===== src/common/adpcmt_cfg.svh =====
// constants for the transcoder frame pipeline
`ifndef ADPCMT_CFG_SVH
`define ADPCMT_CFG_SVH
`define ADPCMT_FRAME_BITS      8'h20
`define ADPCMT_STROBE_GAP_CYC  10'h200
`define ADPCMT_PIPE_RST        1'b0
`endif


===== src/common/adpcmt_pkg.sv =====
// types for the transcoder frame pipeline
package adpcmt_pkg;
	typedef enum logic [1:0] {
		ADPCMT_WAIT_A,
		ADPCMT_WAIT_B
	} adpcmt_strobe_t;
	typedef enum logic {
		ADPCMT_MODE_BACKPLANE,
		ADPCMT_MODE_SYNC_SERIAL
	} adpcmt_mode_t;
endpackage


===== src/verilog/adpcmt_frame_pipe.sv =====
// frame pipeline of the four channel transcoder: load, transcode, drive out
//
// Behaviour
// (RQ1) frame boundary from frame pulse, or from the two strobes in serial mode
// (RQ2) a whole input frame is shifted in before processing; outputs fill over a frame
// (RQ3) transcoding finishes within one frame, then the output buffers load
// (RQ4) output appears exactly two frames after its input frame, fixed
// (RQ5) auxiliary and bypass paths share the same two frame latency; this pipeline has no auxiliary or bypass path, only the transcode path
// (RQ6) strobe source spaces rising edges of each strobe by 512 clocks or more
// (RQ7) strobe source alternates the two strobes, even while moving them
// (RQ8) input latch and output swap happen together on the selected frame boundary
`timescale 1ns/100ps
`include "adpcmt_cfg.svh"
module adpcmt_frame_pipe #(
	parameter int FRAME_BITS = `ADPCMT_FRAME_BITS
) (
	// clock and reset
	input  wire logic                   clock,
	input  wire logic                   rst_n,
	// alignment
	input  wire adpcmt_pkg::adpcmt_mode_t mode,
	input  wire logic                   frame_pulse_input,
	input  wire logic                   channel_strobe_a,
	input  wire logic                   channel_strobe_b,
	// serial input stream
	input  wire logic                   ser_in,
	input  wire logic                   bit_strobe,
	// transcode hook, processed word returns one frame later
	output logic [FRAME_BITS-1:0]       xcode_in,
	input  wire logic [FRAME_BITS-1:0]  xcode_out,
	// buffered serial output
	output logic                        out_valid,
	input  wire logic                   out_ready,
	output logic                        ser_out,
	// status
	output logic                        frame_tick,
	output logic                        strobe_order_err
);
	import adpcmt_pkg::*;

	// three stage synchronisers for the frame pulse, strobe and bit strobe pins (ser_in is not synchronised), one rise pulse each
	logic fp_rise;
	logic sa_rise;
	logic sb_rise;
	logic bit_tick;

	adpcmt_pin_sync #(
		.IDLE_LEVEL(1'b0)
	) u_fp_sync (
		.clock (clock),
		.rst_n (rst_n),
		.pin   (frame_pulse_input),
		.rise  (fp_rise)
	);

	adpcmt_pin_sync #(
		.IDLE_LEVEL(1'b0)
	) u_sa_sync (
		.clock (clock),
		.rst_n (rst_n),
		.pin   (channel_strobe_a),
		.rise  (sa_rise)
	);

	adpcmt_pin_sync #(
		.IDLE_LEVEL(1'b0)
	) u_sb_sync (
		.clock (clock),
		.rst_n (rst_n),
		.pin   (channel_strobe_b),
		.rise  (sb_rise)
	);

	adpcmt_pin_sync #(
		.IDLE_LEVEL(1'b0)
	) u_bit_sync (
		.clock (clock),
		.rst_n (rst_n),
		.pin   (bit_strobe),
		.rise  (bit_tick)
	);

	// strobe order tracker: a frame begins when strobe a follows strobe b
	adpcmt_strobe_t strobe_st_ff, nxt_strobe_st;
	logic           order_err_ff, nxt_order_err;
	always_comb begin
		nxt_strobe_st = strobe_st_ff;
		nxt_order_err = order_err_ff;
		unique case (strobe_st_ff)
			ADPCMT_WAIT_A: begin
				if (sa_rise) nxt_strobe_st = ADPCMT_WAIT_B;
				else if (sb_rise) nxt_order_err = 1'b1; // [RQ7]
			end
			ADPCMT_WAIT_B: begin
				if (sb_rise) nxt_strobe_st = ADPCMT_WAIT_A;
				else if (sa_rise) nxt_order_err = 1'b1; // [RQ7]
			end
		endcase
	end
	always_ff @(posedge clock or negedge rst_n) begin
		if (!rst_n) begin
			strobe_st_ff <= ADPCMT_WAIT_A;
			order_err_ff <= 1'b0;
		end else begin
			strobe_st_ff <= nxt_strobe_st;
			order_err_ff <= nxt_order_err;
		end
	end
	assign strobe_order_err = order_err_ff;

	// frame boundary from the selected source
	wire sync_ser  = (mode == ADPCMT_MODE_SYNC_SERIAL);
	wire ser_frame = sa_rise & (strobe_st_ff == ADPCMT_WAIT_A);
	wire boundary  = sync_ser ? ser_frame : fp_rise; // [RQ1]
	assign frame_tick = boundary;

	// frame registers: shift in, latched frame, shift out
	logic [FRAME_BITS-1:0] in_shift_ff;
	logic [FRAME_BITS-1:0] in_frame_ff;
	logic [FRAME_BITS-1:0] out_shift_ff;

	// two entry skid buffer on the output bit stream
	logic [1:0] buf_data_ff;
	logic [1:0] buf_cnt_ff;
	wire        buf_push  = bit_tick & (buf_cnt_ff != 2'h2);
	wire        buf_pop   = out_ready & (buf_cnt_ff != 2'h0);
	wire        shift_out = buf_push;
	wire        head_bit  = out_shift_ff[FRAME_BITS-1];

	// next values of the frame registers
	wire                  shift_in      = bit_tick & ~boundary;
	wire                  shift_on      = shift_out & ~boundary;
	wire [FRAME_BITS-1:0] nxt_in_shift  = {in_shift_ff[FRAME_BITS-2:0], ser_in};
	wire [FRAME_BITS-1:0] nxt_out_shift = {out_shift_ff[FRAME_BITS-2:0], 1'b0};

	// input frame collects bits between boundaries
	always_ff @(posedge clock or negedge rst_n) begin
		if (!rst_n) begin
			in_shift_ff <= {FRAME_BITS{`ADPCMT_PIPE_RST}};
		end else if (shift_in) begin
			in_shift_ff <= nxt_in_shift; // [RQ2]
		end
	end

	// whole input frame handed to the transcoder at the boundary
	always_ff @(posedge clock or negedge rst_n) begin
		if (!rst_n) begin
			in_frame_ff <= {FRAME_BITS{`ADPCMT_PIPE_RST}};
		end else if (boundary) begin
			in_frame_ff <= in_shift_ff; // [RQ2] [RQ8]
		end
	end

	// result taken after one frame of transcoding: out two frames after input
	always_ff @(posedge clock or negedge rst_n) begin
		if (!rst_n) begin
			out_shift_ff <= {FRAME_BITS{`ADPCMT_PIPE_RST}};
		end else if (boundary) begin
			out_shift_ff <= xcode_out; // [RQ3] [RQ4] [RQ5] [RQ8]
		end else if (shift_on) begin
			out_shift_ff <= nxt_out_shift; // [RQ2]
		end
	end
	assign xcode_in = in_frame_ff;

	always_ff @(posedge clock or negedge rst_n) begin
		if (!rst_n) begin
			buf_data_ff <= 2'h0;
			buf_cnt_ff  <= 2'h0;
		end else begin
			unique case ({buf_push, buf_pop})
				2'b10: begin
					buf_data_ff[buf_cnt_ff[0]] <= head_bit;
					buf_cnt_ff <= buf_cnt_ff + 2'h1;
				end
				2'b01: begin
					buf_data_ff <= {1'b0, buf_data_ff[1]};
					buf_cnt_ff <= buf_cnt_ff - 2'h1;
				end
				2'b11: begin
					if (buf_cnt_ff == 2'h1) buf_data_ff[0] <= head_bit;
					else buf_data_ff <= {head_bit, buf_data_ff[1]};
				end
				default: ;
			endcase
		end
	end
	assign out_valid = (buf_cnt_ff != 2'h0);
	assign ser_out   = buf_data_ff[0];
endmodule

// three flip-flop pin synchroniser with a one clock rise pulse
module adpcmt_pin_sync #(
	parameter logic IDLE_LEVEL = 1'b0
) (
	// clock and reset
	input  wire logic clock,
	input  wire logic rst_n,
	// pin and its qualified rise
	input  wire logic pin,
	output logic      rise
);
	logic [2:0] stage_ff;
	logic       level_ff;
	wire        agree = (stage_ff[1] == stage_ff[2]);

	always_ff @(posedge clock or negedge rst_n) begin
		if (!rst_n) begin
			stage_ff <= {3{IDLE_LEVEL}};
		end else begin
			stage_ff <= {stage_ff[1:0], pin};
		end
	end

	// level follows only once the last two stages agree
	always_ff @(posedge clock or negedge rst_n) begin
		if (!rst_n) begin
			level_ff <= IDLE_LEVEL;
		end else if (agree) begin
			level_ff <= stage_ff[2];
		end
	end

	assign rise = agree & stage_ff[2] & ~level_ff;
endmodule


===== config.mk =====
export PLATFORM = sky130hd
export DESIGN_NAME = adpcmt_frame_pipe
export DESIGN_NICKNAME = d
export VERILOG_FILES = /design/src/common/adpcmt_pkg.sv /design/src/verilog/adpcmt_frame_pipe.sv
export VERILOG_INCLUDE_DIRS = /design/src /design/src/common
export SDC_FILE = /design/constraint.sdc
export NUM_CORES = 1
export LEC_CHECK = 0
export CAP_MARGIN = 0
export CORE_UTILIZATION = 45
export CTS_CLUSTER_DIAMETER = 40
export DETAILED_ROUTE_END_ITERATION = 16
export DONT_BUFFER_PORTS = 1
export GPL_TIMING_DRIVEN = 0
export PLACE_DENSITY = 0.73
export RECOVER_POWER = 100
export REMOVE_ABC_BUFFERS = 1
export SYNTH_ARGS = -nofsm -noshare
export SYNTH_HDL_FRONTEND = slang
export SYNTH_SLANG_ARGS = --single-unit
export TNS_END_PERCENT = 10

===== constraint.sdc =====
create_clock -name clock -period 2 [get_ports clock]
set_input_delay 0.2 -clock clock [delete_from_list [all_inputs] [get_ports clock]]
set_output_delay 0.2 -clock clock [all_outputs]
set_load 0.02 [all_outputs]

Word-level counts from Yosys, hierarchy flattened
Cells that the tools add are included.
- add/sub/neg operators: 2
- multipliers: 0
- divide/modulo/power cells: 0
- order comparisons: 2
- equal/unequal tests: 17
- shift operators: 0
- mux-type cells: 18
- bitwise operators: 18
- reductions and logical operators: 9
- operators with widths (operator ; number):
    two-way mux 32 bit ; 2
    inequality test 2 bit, second input constant ; 8
    AND 1 bit ; 13
    two-way mux 1 bit ; 8
    case mux 2 bit (2 select lines) ; 2
    == test 2 x 1 -> 1 bit, second input constant ; 3
    case mux 2 bit (3 select lines) ; 1
    nonzero test 2 bit ; 3
    inverter 1 bit ; 5
    == test 1 bit ; 4
    == test 2 bit, second input constant ; 2
    two-way mux 2 bit ; 2
    AND reduction 2 bit ; 2
    AND reduction 4 bit ; 1
    nonzero test 3 bit ; 1
    adder 2 x 1 -> 2 bit, second input constant ; 1
    bitwise mux 2 bit ; 1
    logical NOT 2 bit ; 1
    less-than comparator 1 x 2 -> 1 bit, second input constant ; 1
    case mux 1 bit (2 select lines) ; 1
    subtractor 2 x 1 -> 2 bit, second input constant ; 1
    demux 1 bit (select 1 bit) ; 1
    greater-or-equal comparator 1 bit, second input constant ; 1
    logical AND 1 bit ; 1
- bits in registers: 119
- bits in latches: 0
- bits in writable memories: 0
- ROM bits: 0
- logic and storage cells: 82
- memories: 0

Depth between registers and ports, before layout
Gate-level depths: netlist of the first run.
- depth in word-level cells: 9
- mapped depth: 9
- depth with buffers taken out: 8

By module
Synthesis of the first run repeated with hierarchy kept, for this count alone.
- cell total of the unflattened synthesis: 451
- area total of the unflattened synthesis: 4772.1 sq um
- modules (own cells, without submodules) (module ; times used ; cells an instance ; area each (sq um) ; sequential area each (sq um)):
    adpcmt_frame_pipe ; 1 ; 423 ; 4236.6 ; 2552.4
    adpcmt_pin_sync ; 4 ; 7 ; 133.9 ; 100.1

Worst setup path after synthesis of the first run
Ideal clock, no wire load.
- kind: register to register
- start point: reg buf_cnt_ff[0]
- end point: reg with a tool-made name
- setup time: 0.122 ns
- arrival: 1.871 ns
- required time: 1.878 ns
- setup slack: 0.007 ns
- cell stages (with the launch flop): 9
- period minus slack after synthesis: 1.993 ns
- cell sequence: dfrtp_1 inv_1 ha_1 nor3b_1 clkbuf_1 buf_2 ha_1 a21oi_1 a32o_1
- RTL lines (element ; line ; text):
    start, declared ; adpcmt_frame_pipe.sv:124 ; logic [1:0] buf_cnt_ff;
    start signal, assigned ; adpcmt_frame_pipe.sv:174 ; buf_cnt_ff <= buf_cnt_ff + 2'h1;
    start signal, assigned ; adpcmt_frame_pipe.sv:178 ; buf_cnt_ff <= buf_cnt_ff - 2'h1;

Final worst setup path of the first run
- start point: reg u_sa_sync.stage_ff[1]
- end point: out frame_tick
- longest elaborated chain between the ends: 5
- RTL lines (element ; line ; text):
    start, declared ; adpcmt_frame_pipe.sv:203 ; logic [2:0] stage_ff;
    start signal, assigned ; adpcmt_frame_pipe.sv:209 ; stage_ff <= {3{IDLE_LEVEL}};
    start signal, assigned ; adpcmt_frame_pipe.sv:211 ; stage_ff <= {stage_ff[1:0], pin};
    == test 1 bit ; adpcmt_frame_pipe.sv:205 ; wire agree = (stage_ff[1] == stage_ff[2]);
    AND 1 bit (2 in series) ; adpcmt_frame_pipe.sv:224 ; assign rise = agree & stage_ff[2] & ~level_ff;
    AND 1 bit ; adpcmt_frame_pipe.sv:113 ; wire ser_frame = sa_rise & (strobe_st_ff == ADPCMT_WAIT_A);
    two-way mux 1 bit ; adpcmt_frame_pipe.sv:114 ; wire boundary = sync_ser ? ser_frame : fp_rise;
    end, declared ; adpcmt_frame_pipe.sv:36 ; output logic frame_tick,
No other way between the ends.

==> results of run 1 <==
==> worst reg2reg max path: cells and delay by family, from the launching register on <==
kind / cells / cell delay, ns
AND/OR/NAND/NOR: 3 / 0.47
flip-flops: 1 / 0.39
adder cells (fa/ha/maj): 2 / 0.38
multiplexers: 1 / 0.38
buffers and inverters: 1 / 0.25
==> state kept, by name, indices dropped and copies added, names as in the netlist, named ones only <==
signal	count
in_shift_ff	32
xcode_in	32
u_fp_sync.level_ff	1
u_sb_sync.stage_ff	3
u_sa_sync.level_ff	1
buf_cnt_ff	2
u_sb_sync.level_ff	1
u_sa_sync.stage_ff	3
out_shift_ff	32
strobe_st_ff	1
strobe_order_err	1
u_bit_sync.stage_ff	3
u_bit_sync.level_ff	1
u_fp_sync.stage_ff	3
==> where the power goes <==
group | internal, uW | total, uW | switching (uW) | leakage, uW
clock | 1940 | 3030 | 1090 | 0.000296
sequential | 2920 | 3380 | 463 | 0.00148
combinational | 680 | 1220 | 537 | 0.00105
total | 5540 | 7640 | 2090 | 0.00282
==> placed cells by master, fill, tap and decap left out, types with 5 or more instances in the layout <==
cell,synthesis,layout
dlygate4sd3_1,0,36
a21oi_1,65,65
dfrtp_1,118,118
clkbuf_16,0,16
buf_4,3,5
mux2_4,14,14
ha_1,12,9
inv_1,9,7
mux2_2,56,56
mux2i_1,32,32
==> per-stage QoR <==
step | hold WS [ns] | TNS, ns | setup WS [ns]
floorplan | -0.0956 | -155.80 | -3.52
global placement | -0.0931 | -236.90 | -4.55
detailed placement | -0.0930 | -109.75 | -1.38
CTS | -0.627 | -0.804 | -0.106
global route | -0.633 | -1.17 | -0.0735
finish | -0.604 | 0 | 0.00569
==> kinds of logic after synthesis <==
family                     synth area share (%)
muxes                                      23.6
AOI/OAI and AO/OA                          8.13
and+or+nand+nor                            1.42
DFF                                        59.9
adders and majority gates                  3.05
xor gates and xnor gates                  0.356
buffers and inverters                      3.55
==> path summary, 6_finish.rpt <==
check	from	endpoint	slack [ns]	cells past startpoint
hold / removal	rst_n	out_shift_ff[2]	-0.60	0
min in group clock	out_ready	flop	0.02	3
setup reg to reg	u_sa_sync.stage_ff[1]	xcode_in[12]	0.006	7
hold reg to reg	u_bit_sync.stage_ff[0]	u_bit_sync.stage_ff[1]	0.35	0
setup / recovery	u_sa_sync.stage_ff[1]	frame_tick	0.006	6
max in group asynchronous	rst_n	xcode_in[22]	2.45	0
==> routing by layer <==
metal / part of all wire [%] / wire length (microns) / global-route usage (%)
met2: 51 / 5080 / 32.0
met4: 1.1 / 114 / 6.56
met5: 0 / 0 / 0
met3: 6.8 / 680 / 6.75
met1: 41 / 4100 / 21.2
==> cell type report <==
class                           instances  area [sq um]  area share [%]
Clock buffer                           18           428            6.93
Clock inverter                         14           174            2.82
Tap cell                              136           170            2.76
Timing Repair Buffer                   49           518            8.39
Multi-Input combinational cell        206          1890            30.7
Sequential cell                       118          2950            47.9
Inverter                                9          33.8           0.547
==> timing repair <==
action	in CTS	in global routing
pin swaps	5	2
endpoints found under the setup margin	101	99
gates cloned	4	0
endpoints found under the hold margin	154	118
gates resized for setup	9	14
buffers inserted	8	0
==> summary.md, run 1 <==
| Metric | Value |
|---|---|
| Status | complete, but fails checks |
| Failing checks | negative hold slack |
| Type of origin of the critical path | flop |
| CTS Root Cell | clkbuf_8 |
| Final nets | 454 |
| Vias in the first global route | between 3000 and 4000 |
| CTS tree | done |
| Maximum vdd ir drop | just under 0.0009 V |
| Minimum clock period | 1.99 ns |
| Top_reg_cell synth | dfrtp_1 |
| Die area | 0.0114 sq mm |
| Avg WL per Cell | 18.1 microns |
| RSZ-0062 raised after global routing | yes |
| Width of the die | 107 microns |
| Leak | 0.00282 uW |
| Slowest cell on crit path | dfrtp_1 |
| Post-Route Skew | 0.0101 ns |
| I/O Pins | 77 |
| Starting Density | 47.1% |
| Dpl hpwl | 5220 microns |
| Slew HR | 72.6% |
| Share of cells above drive strength 1 | 31.6% |
| WL final | 9980 microns |
| Slew Limit Fails | 0 |
| Site row count | 37 |
| Critical Path Sink Type | output pin |
| Fin cells | 550 |
| Mapped Area | slightly below 0.005 sq mm |
| CTS buffer count | 17 |
| Clk sinks | 118 |
| Worst-skew pair later-pin latency | 0.50 ns |
| Antenna diode count | 0 |
| Synth cell count leaders | dfrtp_1, a21oi_1, mux2_2 |
| Synth area leaders | dfrtp_1, mux2_2, a21oi_1, mux2i_1, mux2_4 |
| Placed Cells | 470 |
| Total number of vias | between 2000 and 3000 |
| Dpl cell area | 0.00502 sq mm |
| FILL cells | 801 |
| First-pass GRT wire length | 16100 microns |
| WP data arrival | 1.79 ns |
| CP Class | flop to output pin |
| Synth Area per Inst | 14.1 sq um |
| Final Hold Viols | 118 |
| IO buf count | 0 |
| Share of the synthesized area in the top cell type | 59.9% |
| WP buf/inv | 1 |
| Max_cap viols | 0 |
| Final period utilization | between 90 and 100% |
| Worst Path Required | 1.80 ns |
| GPL Wtd Cong | 0.707 |
| Synthesized instance count | 350 |
| Cell variety after synth | 27 |
| Antenna violations before repair | 0 |
| Post-synth EDFFs | 0 |
| Seq/Total Area, Yosys | 59.9% |
| Final Cell Area | 0.00617 sq mm |
| Largest net degree at the start of global routing | approximately 120 |
| Delay-heaviest family, CP | simple AND/OR/NAND/NOR gates |
| Vias per inst | between 5 and 6 |
| CP max stage delay | 0.39 ns |
| Worst-path fanout max | 18 |
| DRC | 0 |
| Max Buffers Root-to-Sink | 2 |
| ANT nets after route | 0 |
| Clock-pin slew on the worst setup and hold paths | about 0.060 ns |
| Fmax | 0.501 GHz |
| Flops & latches, synth | 118 |
| Area growth syn-to-layout | 25.2% |
| Hold-fix buffers, CTS | 36 |
| GRT overflow | 0 |
| H-tree depth | 4 |
| Die height | between 100 and 150 microns |
| Final setup viols | 0 |
| GRT Total Usage | 18.6% |
| Drt pass-1 iters | 4 |
| Synth Warn # | 0 |
| Drt first-iter violations | between 150 and 200 |
| Count leader, synth | dfrtp_1 |
| Yosys top cell by area | dfrtp_1 |
| Final hold slack | -0.604 ns |
| Power per cell area | 1240 mW/mm^2 |
| Slew @ Worst Pin | 0.411 ns |
| CP Cell Sequence | ha_1 > nor2b_4 > ha_4 > nand2_8 > and2_4 > inv_2 |
| Power Total | between 7000 and 8000 uW |
| Core area | 0.0105 sq mm |
| Hold crit path type | input port to asynchronous set/reset pin |
| Fin util | about three fifths |
| FFs w/ async S/R, synth | 100% |
(Power assumes the default switching activity.)
==> run 2, diff against run 1 <==
- HOLD_SLACK_MARGIN: unset -> 0.06
- PLACE_DENSITY: 0.73 -> 0.65
- SYNTH_HIERARCHICAL: unset -> 1
==> run 2 against run 1 <==
Net effect:
- final cell count increased by 19%
- clock skew shrank 0.00075 ns
- largest cell class unchanged
- register-to-register slack barely moved
- synthesized area is 3.1% lower
- the run ends with negative hold slack, negative setup slack left
- final area down 0.32%
==> summary.md, run 2 <==
| Metric | Value |
|---|---|
| Status | complete, but fails checks |
| Failing checks | negative hold slack, negative setup slack |
| Total number of vias | 3403 (+14%) |
| FFs w/ async S/R, synth | 100% (unchanged) |
| Power Total | 7370 uW (-3.4%) |
| Cell variety after synth | 27 (unchanged) |
| Avg WL per Cell | 16.4 microns (-9.8%) |
| Final period utilization | 101% (+1.8 points) |
| Top_reg_cell synth | dfrtp_1 |
| Clk pwr share | 36.1% (-3.6 points) |
| Final nets | 562 (+24%) |
| Type of origin of the critical path | flop |
| Max_cap viols | 0 (unchanged) |
| Fmax | 0.493 GHz (-1.8%) |
| Antenna diode count | 0 (unchanged) |
| First-pass GRT wire length | 17000 microns (+5.3%) |
| Antenna violations before repair | 0 (unchanged) |
| GRT overflow | 0 (unchanged) |
| IO buf count | 0 (unchanged) |
| CP Class | flop to output pin |
| Sw frac | 28.3% (+0.94 points) |
| Site row count | 37 (unchanged) |
| Clk sinks | 118 (unchanged) |
| GRT Total Usage | 20.4% (+1.8 points) |
| Slew @ Worst Pin | 0.540 ns (+0.129 ns) |
| GPL Wtd Cong | 0.728 (+2.9%) |
| Synth Area per Inst | 10.6 sq um (-25%) |
| Setup slack after layout | -0.0299 ns (-0.0356 ns) |
| CTS buffer count | 17 (unchanged) |
| Reg power frac | 46.2% (+1.9 points) |
| Vias per inst | 5.20 (-4.0%) |
| Maximum vdd ir drop | 0.000588 V (-32%) |
| Worst r2r path cells | 9 (+2) |
| Width of the die | 105 microns (-1.6%) |
| Most frequent cells in the layout | nand2_1, dfrtp_1, dlygate4sd3_1, nor2_1, mux2_2 |
| Dpl hpwl | 5220 microns (about the same) |
| P_sw | 2090 uW (about the same) |
| CTS tree | done |
| Flops & latches, synth | 118 (unchanged) |
| WP data arrival | 1.83 ns (+0.04 ns) |
| Final setup viols | 1 (+1) |
| Die height | 105 microns (-1.6%) |
| Final Hold Viols | 118 (unchanged) |
| Worst-skew pair later-pin latency | 0.52 ns (+0.02 ns) |
| Post-synth EDFFs | 0 (unchanged) |
| Most common cell after layout, fill and taps aside | nand2_1 |
| Share of cells above drive strength 1 | 18.3% (-13 points) |
| Yosys top cell by area | dfrtp_1 |
| Vias in the first global route | 3378 (+6.7%) |
| Power per cell area | 1200 mW/mm^2 (-3.1%) |
| Worst Path Required | 1.80 ns (about the same) |
| Comb power frac | 17.7% (+1.8 points) |
| Largest net degree at the start of global routing | 119 (unchanged) |
| R2r setup slk | 0.01 ns (about the same) |
| ANT nets after route | 0 (unchanged) |
| Post-Route Skew | 0.00937 ns (-0.000746 ns) |
| Int Power | 5290 uW (-4.7%) |
| Synth area leaders | dfrtp_1, nand2_1, mux2_2, a31oi_1, ha_1 |
| Synth Warn # | 6 (+6) |
| I/O Pins | 77 (unchanged) |
| H-tree depth | 4 (unchanged) |
| Critical Path Sink Type | output pin |
| Area growth syn-to-layout | 28.9% |
| RSZ-0062 raised after global routing | yes |
| Max Buffers Root-to-Sink | 2 (unchanged) |
| WL final | 10700 microns (+7.4%) |
| Starting Density | 46.2% (-0.87 points) |
| Drt first-iter violations | 177 (+0.57%) |
| Die area | 0.0110 sq mm (-3.1%) |
| Hold crit path type | input port to asynchronous set/reset pin |
| Clock-pin slew on the worst setup and hold paths | 0.06 ns (about the same) |
| Leak | 0.00304 uW (+7.6%) |
| Slew Limit Fails | 0 (unchanged) |
| Drt pass-1 iters | 5 (+1) |
| Mapped Area | 0.00477 sq mm (-3.1%) |
| DRC | 0 (unchanged) |
| CTS Root Cell | clkbuf_8 |
| Minimum clock period | 2.03 ns (+0.0356 ns) |
| Final hold slack | -0.624 ns (-0.0209 ns) |
| FILL cells | 833 (+4.0%) |
| Share of the synthesized area in the top cell type | 61.9% (+1.9 points) |
| Synth cell count leaders | nand2_1, dfrtp_1, nor2_1 |
| Count leader, synth | nand2_1 |
| Slew HR | 63.3% (-9.4 points) |
| R2R Path Start | buf_cnt_ff[0] |
| Synthesized instance count | 451 (+29%) |
| Worst-path fanout max | 5 (-13) |
| Core area | 0.0103 sq mm (-1.3%) |
| Seq/Total Area, Yosys | 61.9% (+1.9 points) |
-- run 2: cell families after synthesis --
kind of cell               after synthesis  synth area share (%)
and+or+nand+nor                        208                  16.9
DFF                                    118                  61.9
AOI/OAI and AO/OA                       42                  5.45
muxes                                   38                  9.49
buffers and inverters                   31                  2.73
adders and majority gates               12                  3.15
xor gates and xnor gates                 2                 0.367
-- run 2: worst max-delay path, cell delays in order, from the launching register on --
cell	delay (ns)
dfrtp_1	0.38
ha_2	0.18
nor2b_4	0.13
ha_4	0.17
mux2i_4	0.21
buf_12	0.17
clkinv_16	0.06
-- run 2: layout make-up --
class                   instances  area (sq um)  share of cell area (%)
repair inverters                3          48.8                   0.793
inverters                       8          58.8                   0.956
clock inverters                 4          20.0                   0.325
clock buffers                  25           504                    8.20
well taps                     136           170                    2.77
multi-input cells             304          1770                    28.7
repair buffers                 57           628                    10.2
flip-flops and latches        118          2950                    48.0
-- run 2: power by group through the flow --
stage | registers (uW) | logic, uW | clock network [uW]
6_report | 3400 | 1310 | 2660
5_1_grt | 3470 | 1470 | 2810
4_1_cts | 3400 | 1250 | 2730
3_5_place_dp | 3440 | 1050 | 0
3_3_place_gp | 3410 | 989 | 0
2_1_floorplan | 3340 | 865 | 0
-- run 2: timing repair --
| action | CTS | global route |
|---|---|---|
| gates resized for setup | 21 | 5 |
| endpoints found under the hold margin | 174 | 132 |
| buffers inserted | 10 | 4 |
| pin swaps | 1 | 1 |
| hold buffers | 38 | 1 |
| endpoints found under the setup margin | 101 | 56 |
| gates cloned | 5 | 2 |
-- run 2: how the worst max path moves through the flow --
stage	from	to	cells past startpoint
after CTS	u_sa_sync/stage_ff[1]	frame_tick	6
after global placement	u_sa_sync/stage_ff[1]	xcode_in[18]	7
after global routing	u_sa_sync/stage_ff[2]	frame_tick	6
final	u_sa_sync/stage_ff[2]	frame_tick	6
after detailed placement	u_sa_sync/stage_ff[1]	xcode_in[29]	7
after floorplan	u_sa_sync/stage_ff[1]	xcode_in[0]	7
-- run 2: metal layers --
layer,track usage [%],part of all wire (%),up-vias
met4,9.96,2.3,0
met2,31.4,49,114
met3,7.92,6.3,21
met5,0,0,-
met1,25.1,43,1675
li1,-,-,1593
-- run 2: through the flow --
step | util [%] | TNS [ns] | cell area, sq um | cells | setup WS [ns]
floorplan | - | -128.88 | 4670 | 428 | -1.86
finish | 59.6 | -0.0299 | 6150 | 655 | -0.0299
detailed placement | 47.4 | -114.12 | 4890 | 566 | -1.59
CTS | 58.6 | -0.0862 | 6050 | 648 | -0.0521
global route | 59.6 | -0.759 | 6150 | 655 | -0.102
global placement | 46.9 | -229.78 | 4840 | 564 | -3.25
